==> src/pkg/serdes_rx_pkg.sv <==
package serdes_rx_pkg;

    // register byte offsets
    localparam logic [7:0] CTRL_OFS      = 8'h00;
    localparam logic [7:0] STATUS_OFS    = 8'h04;
    localparam logic [7:0] INT_STS_OFS   = 8'h08;
    localparam logic [7:0] INT_MASK_OFS  = 8'h0C;
    localparam logic [7:0] WORD_CNT_OFS  = 8'h10;

    // control register fields
    localparam int CTRL_RESTART_BIT  = 0;
    localparam int CTRL_TX_MUTE_BIT  = 1;
    localparam logic [1:0] CTRL_RESET = 2'h0;

    // live status fields
    localparam int ST_LOS_BIT      = 0;
    localparam int ST_POR_BIT      = 1;
    localparam int ST_REF_LOCK_BIT = 2;
    localparam int ST_LOOPBACK_BIT = 3;
    localparam int ST_PRBS_OK_BIT  = 4;
    localparam int ST_PWRDN_BIT    = 5;
    localparam int ST_TEST_BIT     = 6;

    // interrupt event fields
    localparam int EV_LOS_SET_BIT   = 0;
    localparam int EV_LOS_CLR_BIT   = 1;
    localparam int EV_PRBS_FAIL_BIT = 2;
    localparam int EV_POR_DONE_BIT  = 3;
    localparam int EV_W             = 4;
    localparam logic [3:0] INT_MASK_RESET = 4'h0;

    // recovered word clock: one word per twenty serial bits
    localparam int BITS_PER_WORD = 20;
    localparam logic [4:0] WCLK_RISE_CNT = 5'h09;
    localparam logic [4:0] WCLK_LAST_CNT = 5'h13;

    // internal power-on reset duration
    localparam int CLK_PERIOD_NS = 100;
    localparam int POR_TIME_NS   = 1000;
    localparam int POR_CYCLES    = (POR_TIME_NS + CLK_PERIOD_NS - 1) / CLK_PERIOD_NS;

    // failed-lane value forced while signal is lost
    localparam logic [15:0] LOS_WORD = 16'hFFFF;

    typedef enum logic [1:0] {
        PWR_DOWN = 2'b00,
        PWR_POR  = 2'b01,
        PWR_RUN  = 2'b10
    } pwr_state_e;

endpackage

==> src/serdes_rx_port.sv <==
// Operation
// lock_to_ref_n low: receive timing follows reference, data tracking stops, transmit-only.
// lock_to_ref_n low: receive word, word clock and both flags go high impedance.
// lock_to_ref_n high: receive timing recovers from incoming serial data.
// loopback_select high: own transmit serial stream feeds receiver instead of line.
// serial transmit outputs undriven during loopback, driven normally otherwise; code drives them only in PWR_RUN with CTRL_TX_MUTE_BIT clear.
// controller keeps loopback_select low in normal operation.
// prbs_check_enable high: low flag shows valid pseudo-random stream received.
// low flag high for control character in bits 0-7, low for data.
// high flag high for control character in bits 8-15, low for data.
// serial amplitude below loss threshold forces all word bits and flags high.
// word clock is serial bit rate divided by twenty, aligned with word.
// word clock held low during internal power-on reset.
// word valid at word clock rising edge; protocol device captures there.
// receive word undriven during internal power-on reset.
// controller leaves factory_test_select unconnected or low.
// enable rise from power-down passes power-on reset; power-down keeps only detection.
// reference word clock supplied continuously within 80 to 135 MHz.
// loss override outranks control-character and pseudo-random indication.
module serdes_rx_port
    import serdes_rx_pkg::*;
#(
    parameter int POR_LEN = POR_CYCLES
)
(
    input  wire logic        pclk,
    input  wire logic        presetn,
    // apb slave
    input  wire logic        psel,
    input  wire logic        penable,
    input  wire logic        pwrite,
    input  wire logic [7:0]  paddr,
    input  wire logic [31:0] pwdata,
    output logic      [31:0] prdata,
    output logic             pready,
    output logic             pslverr,
    output logic             irq,
    // mode pins
    input  wire logic        device_enable,
    input  wire logic        lock_to_ref_n,
    input  wire logic        loopback_select,
    input  wire logic        prbs_check_enable,
    input  wire logic        factory_test_select,
    // analog front end and decoder side
    input  wire logic        los_detect,
    input  wire logic        ref_bit_strobe,
    input  wire logic        data_bit_strobe,
    input  wire logic [15:0] dec_word,
    input  wire logic        dec_ctrl_low,
    input  wire logic        dec_ctrl_high,
    input  wire logic        prbs_match,
    input  wire logic        tx_serial_bit,
    input  wire logic        ser_in_bit,
    output logic             rx_serial_bit,
    // serial line outputs
    output logic             ser_out_pos,
    output logic             ser_out_neg,
    output logic             ser_out_oe,
    // parallel receive port
    output logic [15:0]      rx_word,
    output logic             rx_word_oe,
    output logic             rx_ctrl_char_low_flag,
    output logic             rx_ctrl_char_high_flag,
    output logic             rx_flags_oe,
    output logic             recovered_word_clock,
    output logic             recovered_word_clock_oe
);

    if (POR_LEN < 1 || POR_LEN > 65535)
    begin : g_por_len_check
        $error("POR_LEN out of range");
    end

    pwr_state_e       pwr_q;
    logic [15:0]      por_cnt_q;
    logic             en_d1_q;
    logic [1:0]       ctrl_q;
    logic [EV_W-1:0]  int_sts_q;
    logic [EV_W-1:0]  int_mask_q;
    logic [31:0]      word_cnt_q;
    logic             los_q;
    logic             prbs_ok_q;
    logic [4:0]       bit_cnt_q;
    logic             access;
    logic             wr_hit;
    logic             rd_hit;
    logic             restart;
    logic             por_done;
    logic             running;
    logic             bit_stb;
    logic             word_end;
    logic [EV_W-1:0]  ev;
    logic [EV_W-1:0]  int_clr;
    logic [31:0]      status_w;

    function automatic logic addr_ok(input logic [7:0] a);
        return a == CTRL_OFS || a == STATUS_OFS || a == INT_STS_OFS || a == INT_MASK_OFS || a == WORD_CNT_OFS;
    endfunction

    // one wait state so that read data and pready come from flops
    assign access  = psel && penable && pready;
    assign wr_hit  = access && pwrite && addr_ok(paddr);
    assign rd_hit  = access && !pwrite && addr_ok(paddr);
    assign restart = wr_hit && paddr == CTRL_OFS && pwdata[CTRL_RESTART_BIT];
    assign running = pwr_q == PWR_RUN;
    assign por_done = pwr_q == PWR_POR && por_cnt_q == 16'(POR_LEN - 1);

    // reference timing in transmit-only mode, data timing otherwise
    assign bit_stb  = running && (lock_to_ref_n ? data_bit_strobe : ref_bit_strobe);
    assign word_end = bit_stb && bit_cnt_q == WCLK_LAST_CNT;

    always_ff @(posedge pclk or negedge presetn)
    begin
        if (!presetn)
            pready <= 1'b0;
        else
            pready <= psel && penable && !pready;
    end

    always_ff @(posedge pclk or negedge presetn)
    begin
        if (!presetn)
        begin
            prdata  <= 32'h0000_0000;
            pslverr <= 1'b0;
        end
        else if (psel && penable && !pready)
        begin
            pslverr <= !addr_ok(paddr);
            prdata  <= 32'h0000_0000;
            if (!pwrite)
            begin
                unique case (paddr)
                    CTRL_OFS:     prdata <= {30'h0, ctrl_q};
                    STATUS_OFS:   prdata <= status_w;
                    INT_STS_OFS:  prdata <= {{(32-EV_W){1'b0}}, int_sts_q};
                    INT_MASK_OFS: prdata <= {{(32-EV_W){1'b0}}, int_mask_q};
                    WORD_CNT_OFS: prdata <= word_cnt_q;
                    default:      prdata <= 32'h0000_0000;
                endcase
            end
        end
    end

    always_comb
    begin
        status_w = 32'h0000_0000;
        status_w[ST_LOS_BIT]      = los_q;
        status_w[ST_POR_BIT]      = pwr_q == PWR_POR;
        status_w[ST_REF_LOCK_BIT] = !lock_to_ref_n;
        status_w[ST_LOOPBACK_BIT] = loopback_select;
        status_w[ST_PRBS_OK_BIT]  = prbs_ok_q;
        status_w[ST_PWRDN_BIT]    = pwr_q == PWR_DOWN;
        status_w[ST_TEST_BIT]     = factory_test_select;
    end

    always_ff @(posedge pclk or negedge presetn)
    begin
        if (!presetn)
            ctrl_q <= CTRL_RESET;
        else if (wr_hit && paddr == CTRL_OFS)
            ctrl_q <= {pwdata[CTRL_TX_MUTE_BIT], 1'b0};
    end

    always_ff @(posedge pclk or negedge presetn)
    begin
        if (!presetn)
            int_mask_q <= INT_MASK_RESET;
        else if (wr_hit && paddr == INT_MASK_OFS)
            int_mask_q <= pwdata[EV_W-1:0];
    end

    // power sequencing; a software restart also reruns the power-on reset
    always_ff @(posedge pclk or negedge presetn)
    begin
        if (!presetn)
            en_d1_q <= 1'b0;
        else
            en_d1_q <= device_enable;
    end

    always_ff @(posedge pclk or negedge presetn)
    begin
        if (!presetn)
        begin
            pwr_q     <= PWR_POR;
            por_cnt_q <= 16'h0000;
        end
        else if (!device_enable)
        begin
            pwr_q     <= PWR_DOWN;
            por_cnt_q <= 16'h0000;
        end
        else if ((device_enable && !en_d1_q) || restart)
        begin
            pwr_q     <= PWR_POR;
            por_cnt_q <= 16'h0000;
        end
        else if (pwr_q == PWR_POR)
        begin
            por_cnt_q <= por_cnt_q + 16'h0001;
            if (por_done)
                pwr_q <= PWR_RUN;
        end
    end

    // signal detect stays alive in power-down
    always_ff @(posedge pclk or negedge presetn)
    begin
        if (!presetn)
            los_q <= 1'b0;
        else
            los_q <= los_detect;
    end

    always_ff @(posedge pclk or negedge presetn)
    begin
        if (!presetn)
            prbs_ok_q <= 1'b0;
        else
            prbs_ok_q <= running && prbs_check_enable && prbs_match;
    end

    always_ff @(posedge pclk or negedge presetn)
    begin
        if (!presetn)
            rx_serial_bit <= 1'b0;
        else
            rx_serial_bit <= loopback_select ? tx_serial_bit : ser_in_bit;
    end

    always_ff @(posedge pclk or negedge presetn)
    begin
        if (!presetn)
        begin
            ser_out_pos <= 1'b0;
            ser_out_neg <= 1'b1;
            ser_out_oe  <= 1'b0;
        end
        else
        begin
            ser_out_pos <= tx_serial_bit;
            ser_out_neg <= !tx_serial_bit;
            ser_out_oe  <= running && !loopback_select && !ctrl_q[CTRL_TX_MUTE_BIT];
        end
    end

    // divide the bit strobe by twenty: rise after bit 9, fall and reload after bit 19
    always_ff @(posedge pclk or negedge presetn)
    begin
        if (!presetn)
            bit_cnt_q <= 5'h00;
        else if (!running)
            bit_cnt_q <= 5'h00;
        else if (bit_stb)
            bit_cnt_q <= word_end ? 5'h00 : bit_cnt_q + 5'h01;
    end

    always_ff @(posedge pclk or negedge presetn)
    begin
        if (!presetn)
            recovered_word_clock <= 1'b0;
        else if (!running)
            recovered_word_clock <= 1'b0;
        else if (bit_stb && bit_cnt_q == WCLK_RISE_CNT)
            recovered_word_clock <= 1'b1;
        else if (word_end)
            recovered_word_clock <= 1'b0;
    end

    // word changes on the falling clock so it is stable half a word before the rise
    always_ff @(posedge pclk or negedge presetn)
    begin
        if (!presetn)
        begin
            rx_word                <= 16'h0000;
            rx_ctrl_char_low_flag  <= 1'b0;
            rx_ctrl_char_high_flag <= 1'b0;
        end
        else if (los_q)
        begin
            rx_word                <= LOS_WORD;
            rx_ctrl_char_low_flag  <= 1'b1;
            rx_ctrl_char_high_flag <= 1'b1;
        end
        else if (word_end)
        begin
            rx_word                <= dec_word;
            rx_ctrl_char_low_flag  <= prbs_check_enable ? prbs_ok_q : dec_ctrl_low;
            rx_ctrl_char_high_flag <= dec_ctrl_high;
        end
    end

    always_ff @(posedge pclk or negedge presetn)
    begin
        if (!presetn)
        begin
            rx_word_oe              <= 1'b0;
            rx_flags_oe             <= 1'b0;
            recovered_word_clock_oe <= 1'b0;
        end
        else
        begin
            rx_word_oe              <= running && lock_to_ref_n;
            rx_flags_oe             <= running && lock_to_ref_n;
            recovered_word_clock_oe <= pwr_q != PWR_DOWN && lock_to_ref_n;
        end
    end

    always_ff @(posedge pclk or negedge presetn)
    begin
        if (!presetn)
            word_cnt_q <= 32'h0000_0000;
        else if (word_end && lock_to_ref_n)
            word_cnt_q <= word_cnt_q + 32'h0000_0001;
    end

    always_comb
    begin
        ev = '0;
        ev[EV_LOS_SET_BIT]   = los_detect && !los_q;
        ev[EV_LOS_CLR_BIT]   = !los_detect && los_q;
        ev[EV_PRBS_FAIL_BIT] = prbs_ok_q && !(running && prbs_check_enable && prbs_match);
        ev[EV_POR_DONE_BIT]  = por_done && device_enable && en_d1_q && !restart;
        int_clr = (rd_hit && paddr == INT_STS_OFS) ? prdata[EV_W-1:0] : '0;
    end

    // only bits already returned are cleared; a new event in the clearing read's cycle survives
    always_ff @(posedge pclk or negedge presetn)
    begin
        if (!presetn)
            int_sts_q <= '0;
        else
            int_sts_q <= (int_sts_q & ~int_clr) | ev;
    end

    always_ff @(posedge pclk or negedge presetn)
    begin
        if (!presetn)
            irq <= 1'b0;
        else
            irq <= |(((int_sts_q & ~int_clr) | ev) & int_mask_q);
    end

endmodule // serdes_rx_port

==> config.mk <==
export PLATFORM = sky130hd
export DESIGN_NAME = serdes_rx_port
export DESIGN_NICKNAME = d
export VERILOG_FILES = /design/src/pkg/serdes_rx_pkg.sv /design/src/serdes_rx_port.sv
export SDC_FILE = /design/constraint.sdc
export NUM_CORES = 1
export LEC_CHECK = 0
export ABC_AREA = 1
export BUFFER_PORTS_ARGS = -buffer_cell sky130_fd_sc_hd__buf_2
export CORE_UTILIZATION = 40
export CTS_BUF_LIST = sky130_fd_sc_hd__clkbuf_8
export CTS_CLUSTER_DIAMETER = 40
export DETAILED_ROUTE_END_ITERATION = 12
export PLACE_DENSITY = 0.65
export SLEW_MARGIN = 20
export SYNTH_ARGS = -nofsm -noshare
export SYNTH_HDL_FRONTEND = slang
export SYNTH_SLANG_ARGS = --single-unit
==> constraint.sdc <==
create_clock -name pclk -period 4.52 [get_ports pclk]
set_input_delay 0.452 -clock pclk [delete_from_list [all_inputs] [get_ports pclk]]
set_output_delay 0.452 -clock pclk [all_outputs]
set_load 0.01 [all_outputs]
==> results.py, run 1 <==
metrics = {
    "detailed_routing": {
        "drt-total-wl_um": 14770,
        "drt-initial-drc-count": 303,
        "drc": 0,
        "wl_per_cell_um": 13.63,
        "firstDrtPassIters": 4,
        "ant_nets": 0,
        "num_vias": 5268,
        "via_per_inst": 4.860,
    },
    "floorplan": {
        "initial_core_util": 0.4098,
        "fp.dieW_um": 126.6,
        "dieArea_um2": 16020,
        "io_pins": 135,
        "rows": 45,
        "die_height_um": 126.6,
        "core-area_um2": 15150,
    },
    "sta": {
        "tns_ns": 0,
        "period_minus_slack_ns": 2.299,
        "finalClockSkew_ns": 0.01243,
        "hold_viol_final": 0,
        "grt_setup_unrepaired": "false",
        "period_share": 0.5085,
        "relSlewSlack": 0.4923,
        "max_freq_mhz": 435.1,
        "tightest_slew_ns": 0.7596,
        "finalSetupViolCount": 0,
        "setup_slack_ns": 2.221,
        "finalMaxSlewViolations": 0,
    },
    "synthesis": {
        "synthTopCellsByCount": "235 x nand2_1, 125 x dfrtp_1, 107 x nor2_1",
        "ys_seq_area_frac": 0.5124,
        "synth-main-ff-cell": "dfrtp_1",
        "synth_nets": 854,
        "synth_area_leader_cell": "dfrtp_1",
        "syn_area_per_cell_um2": 8.009,
        "yosysWarnings": 0,
        "synth_cell_type_count": 38,
        "synth_seq_cells": 127,
        "yosysMostFrequentCell": "nand2_1",
        "synth_edf_count": 0,
        "netlist_area_um2": 6207,
        "netlist.area_leader.share": 0.5039,
        "synth.area.top_cells": "dfrtp_1 50%, nand2_1 14%, nor2_1 6.5%",
        "postSynth.asyncResetShare": 1.000,
        "synthCells": 775,
    },
    "clock_tree": {
        "cts.htree.levels": 4,
        "cts_inserted_buffers": 17,
        "clk_path_buf_depth": 2,
        "cts_setup_buffers": 0,
        "insertion_delay_ns": 0.44,
        "holdBufCountCts": 0,
        "cts_root_buf": "clkbuf_8",
        "cts_tree": "built",
        "clk_pin_slew_worst_paths_ns": 0.07,
        "cts_sinks": 127,
        "cts_resized": 0,
    },
    "final_layout": {
        "fillers": 1504,
        "area_growth_pct": 17.34,
        "nets": 964,
        "drive_gt1_frac": 0.1775,
        "antennaDiodeCount": 0,
    },
    "run_status": {
        "status": "finished, final reports clean",
    },
    "worst_setup_path": {
        "rr_endpoint": "word_cnt_q[24]$_DFFE_PN0P_",
        "cpPeakStageDelay_ns": 0.37,
        "worst_setup_path_end_kind": "flop",
        "worstSetupStartpointType": "flop",
        "path_max_fanout": 23,
        "reg2reg_slack_ns": 2.22,
        "r2r_start": "bit_cnt_q[0]$_DFFE_PN0P_",
        "required_ns": 4.84,
        "slowest_stage": "dfrtp_1",
        "crit_arrival_ns": 2.62,
        "crit_type": "reg -> reg",
        "cp_cell_sequence": "ha_1 > nand4_2 > nor2_8 > nand2_4 > inv_2 > nand3_1 > o21ai_1 > nand2_1",
        "worstRegToRegCells": 8,
    },
    "global_routing": {
        "grt_max_degree": 52,
        "grt_pass1_wl_um": 25420,
        "antenna_found_initial": 0,
        "grt_pass1_vias": 5091,
        "grt_usage": 0.2025,
        "grt_overflow": 0,
    },
    "placed_design": {
        "dp_hpwl_um": 10780,
        "place_ws_ns": 2.077,
        "place_congestion": 0.8754,
        "placement.io_buffers": 106,
    },
    "power_and_ir_drop": {
        "leakage_nw": 3.567,
        "ir_worst_vdd_mv": 0.1392,
        "p_per_area_nw_per_um2": 301.2,
    },
    "flow_run": {
        "cap_violations": 0,
    },
    "min_path": {
        "hp-class": "in -> async",
    },
}
==> cell usage in the layout (no fill, tap or decap), types with 4 or more instances in the layout <==
master / n
nand3_1: 42
o211ai_1: 4
dfrtp_1: 125
o21ai_0: 48
nand2_1: 235
xor2_1: 29
ha_1: 5
nor3_2: 4
nor2_1: 107
inv_2: 6
buf_2: 105
nor3_1: 26
inv_1: 73
a21oi_1: 8
nand4_1: 15
clkbuf_8: 21
==> sequential cells by signal, summed over array words and instances (netlist names), 2 cells and up <==
name	count
int_mask_q	4
por_cnt_q	16
rx_word	16
word_cnt_q	32
pwr_q	2
int_sts_q	4
bit_cnt_q	5
prdata	32
==> how the worst max path moves through the flow <==
stage | end | depth (start not counted) | start | slack [ns]
5_1_grt | word_cnt_q[24]$_DFFE_PN0P_ | 8 | bit_cnt_q[0]$_DFFE_PN0P_ | 1.95
3_5_place_dp | prdata[4]$_DFFE_PN0P_ | 7 | psel | 2.08
2_1_floorplan | word_cnt_q[12]$_DFFE_PN0P_ | 8 | bit_cnt_q[0]$_DFFE_PN0P_ | 2.95
6_report | word_cnt_q[24]$_DFFE_PN0P_ | 8 | bit_cnt_q[0]$_DFFE_PN0P_ | 2.22
4_1_cts | word_cnt_q[24]$_DFFE_PN0P_ | 8 | bit_cnt_q[0]$_DFFE_PN0P_ | 2.18
3_3_place_gp | prdata[4]$_DFFE_PN0P_ | 7 | psel | 2.12
==> cell type report <==
cell class | count | area (um^2) | share of cell area
clock buffers | 21 | 289.0 | 0.03968
clock inverters | 9 | 93.84 | 0.01288
inverters | 77 | 289.0 | 0.03968
multi-input cells | 554 | 2648 | 0.3635
flip-flops and latches | 127 | 3181 | 0.4367
well taps | 188 | 235.2 | 0.03230
repair buffers | 108 | 548.0 | 0.07524
==> where the power goes <==
group | total (mW) | internal, mW | switching, mW | leakage, nW
logic | 0.0894 | 0.0271 | 0.0623 | 1.76
clock network | 0.955 | 0.533 | 0.421 | 0.207
registers | 1.15 | 1.14 | 0.00513 | 1.60
==> cell families after synthesis <==
| kind of cell | Yosys count | synth area share |
|---|---|---|
| xor gates and xnor gates | 32 | 0.04515 |
| muxes | 1 | 0.001613 |
| and+or+nand+nor | 446 | 0.3080 |
| adders and majority gates | 5 | 0.01008 |
| buffers and inverters | 94 | 0.06107 |
| AOI/OAI and AO/OA | 70 | 0.06168 |
| DFF | 127 | 0.5124 |
==> through the flow <==
stage	instance area, um^2	hold slack [ns]	std cells	power, mW	utilization
detailed placement	6900	0.4639	1054	1.263	0.4556
CTS	7283	0.03420	1084	2.225	0.4809
global placement	6900	0.4607	1054	1.262	0.4556
finish	7283	0.03298	1084	2.194	0.4809
floorplan	6207	0.1564	775	1.202	-
global route	7283	0.06445	1084	2.290	0.4809
==> worst max-delay path: cells and delay by family, from the launching register on <==
| family | cells | cell delay, ns |
|---|---|---|
| AND/OR/NAND/NOR | 5 | 1.03 |
| flip-flops | 1 | 0.37 |
| AO/OA/AOI/OAI | 1 | 0.16 |
| adder cells (fa/ha/maj) | 1 | 0.23 |
| buffers and inverters | 1 | 0.37 |
==> per-layer routing <==
metal / routed length [um] / vias to the layer above / global-route usage
met4: 170 / 0 / 0.06945
met1: 7493 / 2451 / 0.2823
met5: 0 / - / 0
met2: 6477 / 115 / 0.3055
met3: 632 / 14 / 0.05272
li1: - / 2688 / -
(Power assumes the default switching activity.)
==> run 2: changes to the inputs <==
--- a/config.mk
+++ b/config.mk
@@ -5,7 +5,7 @@
 export SDC_FILE = /design/constraint.sdc
 export NUM_CORES = 1
 export LEC_CHECK = 0
-export ABC_AREA = 1
+export ABC_AREA = 0
 export BUFFER_PORTS_ARGS = -buffer_cell sky130_fd_sc_hd__buf_2
 export CORE_UTILIZATION = 40
 export CTS_BUF_LIST = sky130_fd_sc_hd__clkbuf_8
==> constraint.sdc (replaced) <==
create_clock -name pclk -period 2.2 [get_ports pclk]
set_input_delay 0.22 -clock pclk [delete_from_list [all_inputs] [get_ports pclk]]
set_output_delay 0.22 -clock pclk [all_outputs]
set_load 0.01 [all_outputs]
==> run 2 against run 1 <==
  * Via count fell by 17%
  * Core utilization rose by 2.5 points
  * Register-to-register slack got worse by 2.0 ns
  * Routed wire length fell by 13%
  * Worst setup slack got worse by 2.0 ns
  * Die area fell by 8.2%
  * Maximum frequency rose by 18%
  * Non-clock buffer count rose by 35
  * Combinational power rose to 2.5 times the previous value
  * Largest cell class unchanged
  * Highest routed layer unchanged
==> results.py, run 2 <==
metrics = {
    "run_status": {
        "status": "finished, final reports clean",
    },
    "final_layout": {
        "drive_gt1_frac": 0.2973,
        "antennaDiodeCount": 0,
        "mostFrequentLayoutCells": "125 x dfrtp_1, 105 x buf_2, 60 x nand2_1, 36 x nor2_1, 28 x xnor2_1",
        "fin_cells": 836,
        "area_growth_pct": 23.38,
        "nets": 725,
        "fin_util": 0.5060,
        "top_regs": "prdata x32, word_cnt_q x32",
        "final_common_cell": "dfrtp_1",
        "fin_area_um2": 7024,
    },
    "synthesis": {
        "syn_area_per_cell_um2": 11.23,
        "yosysMostFrequentCell": "dfrtp_1",
        "synthTopCellsByCount": "125 x dfrtp_1, 60 x nand2_1, 36 x nor2_1",
        "yosysWarnings": 0,
        "synth_area_leader_cell": "dfrtp_1",
        "postSynth.asyncResetShare": 1.000,
        "synth_seq_cells": 127,
        "synth.area.top_cells": "dfrtp_1 55%, xnor2_1 4.3%, nand2_1 4.0%",
        "netlist_area_um2": 5693,
        "synthCells": 507,
        "netlist.area_leader.share": 0.5495,
        "synth_edf_count": 0,
        "ys_seq_area_frac": 0.5587,
        "synth_nets": 586,
        "synth-main-ff-cell": "dfrtp_1",
        "synth_cell_type_count": 53,
    },
    "sta": {
        "relSlewSlack": 0.6122,
        "tns_ns": 0,
        "tightest_slew_ns": 0.5817,
        "setup_slack_ns": 0.2455,
        "period_minus_slack_ns": 1.955,
        "finalSetupViolCount": 0,
        "max_freq_mhz": 511.6,
        "finalMaxSlewViolations": 0,
        "hold_viol_final": 0,
        "grt_setup_unrepaired": "false",
        "period_share": 0.8884,
        "finalClockSkew_ns": 0.006681,
    },
    "floorplan": {
        "rows": 43,
        "initial_core_util": 0.4101,
        "core-area_um2": 13880,
        "io_pins": 135,
        "die_height_um": 121.3,
        "dieArea_um2": 14710,
        "fp.dieW_um": 121.3,
    },
    "worst_setup_path": {
        "path_max_fanout": 6,
        "worstSetupStartpointType": "flop",
        "crit_type": "reg -> reg",
        "required_ns": 2.55,
        "worst_setup_path_end_kind": "flop",
        "crit_arrival_ns": 2.31,
    },
    "global_routing": {
        "top_usage_layer": "met2",
        "grt_max_degree": 58,
        "grt_overflow": 0,
        "use_met2": 0.3104,
        "grt_usage": 0.1873,
        "grt_pass1_wl_um": 21300,
        "grt_use_met1": 0.2345,
        "grtUsageMet3": 0.04746,
        "antenna_found_initial": 0,
        "grt_pass1_vias": 4405,
    },
    "min_path": {
        "hp-class": "in -> reg",
    },
    "clock_tree": {
        "cts.htree.levels": 4,
        "insertion_delay_ns": 0.43,
        "cts_sinks": 127,
        "holdBufCountCts": 22,
        "clk_path_buf_depth": 2,
        "cts_setup_buffers": 0,
        "clk_pin_slew_worst_paths_ns": 0.07,
        "cts_tree": "built",
        "cts_inserted_buffers": 17,
        "cts_root_buf": "clkbuf_8",
        "cts_resized": 0,
    },
    "power_and_ir_drop": {
        "ir_worst_vdd_mv": 0.3634,
        "leakage_nw": 3.344,
        "p_per_area_nw_per_um2": 627.2,
    },
    "placed_design": {
        "place_congestion": 0.8662,
        "dp_hpwl_um": 8925,
        "place_ws_ns": 0.1844,
        "dp_cells": 785,
        "post_dp_cell_area_um2": 6447,
        "placement.io_buffers": 106,
    },
    "flow_run": {
        "cap_violations": 0,
    },
    "detailed_routing": {
        "drc": 0,
        "drt-total-wl_um": 12810,
        "via_per_inst": 5.227,
        "firstDrtPassIters": 4,
        "wl_per_cell_um": 15.32,
        "num_vias": 4370,
        "drt-initial-drc-count": 238,
        "ant_nets": 0,
    },
}
run 2: cell types whose count changed in the layout (fill, tap and decap cells not counted), moves of 22 or more:
cell           delta
nand2_1         -175
inv_1            -60
o21ai_0          -40
xnor2_1          +25
dlygate4sd3_1    +22
nor2_1           -71
run 2: report_power, final:
group          switching (mW)  internal, mW  leakage (nW)  total [mW]
Sequential             0.0130          2.35          1.64        2.36
Clock                   0.841         0.979         0.188        1.82
Combinational           0.128        0.0959          1.52       0.224
Total                   0.982          3.42          3.34        4.41
run 2: cell type report:
class / instances / area (um^2)
Inverter: 11 / 41.29
Clock inverter: 8 / 67.56
Tap cell: 180 / 225.2
Timing Repair Buffer: 143 / 878.3
Sequential cell: 127 / 3181
Clock buffer: 21 / 289.0
Multi-Input combinational cell: 346 / 2342
Fill cell: 1274 / 6857
run 2: logic make-up after synthesis:
logic type / count (synthesis) / synth area share
AND/OR/NAND/NOR: 216 / 0.2099
flip-flops: 127 / 0.5587
AO/OA/AOI/OAI: 66 / 0.09473
XOR/XNOR: 46 / 0.07077
buffers and inverters: 34 / 0.02989
multiplexers: 13 / 0.02506
adder cells (fa/ha/maj): 5 / 0.01099
run 2: routing by layer:
layer  wire, um  up-vias
met4        113        0
met3        501       10
met2       6396      108
li1           -     2073
met5          0        -
met1       5794     2179
run 2: through the flow:
step / total power, mW / hold WS (ns)
final: 4.406 / 0.02890
after global placement: 2.596 / 0.2341
after global routing: 4.593 / 0.005843
after detailed placement: 2.602 / 0.2340
after floorplan: 2.472 / -0.07559
after CTS: 4.478 / 0.0001794
run 2: worst max-delay path, cell delays in order, from the launching register on:
cell     delay (ns)
dfstp_2        0.57
nor2b_1        0.44
buf_4          0.24
nand4_1        0.14
or3_1          0.33
a21oi_1        0.16
run 2: worst paths after layout:
check | slack (ns) | cells past startpoint | to | from
worst min register to register | 0.43 | 1 | pwr_q[0]$_DFFE_PN1P_ | en_d1_q$_DFF_PN0_
worst max-delay path | 0.25 | 5 | por_cnt_q[8]$_DFFE_PN0P_ | pwr_q[0]$_DFFE_PN1P_
max in group asynchronous | 1.07 | 3 | prdata[9]$_DFFE_PN0P_ | presetn
worst min-delay path | 0.03 | 2 | int_mask_q[3]$_DFFE_PN0P_ | pwdata[3]
worst max register to register | 0.25 | 5 | por_cnt_q[8]$_DFFE_PN0P_ | pwr_q[0]$_DFFE_PN1P_
min in group asynchronous | 0.30 | 2 | prdata[8]$_DFFE_PN0P_ | presetn
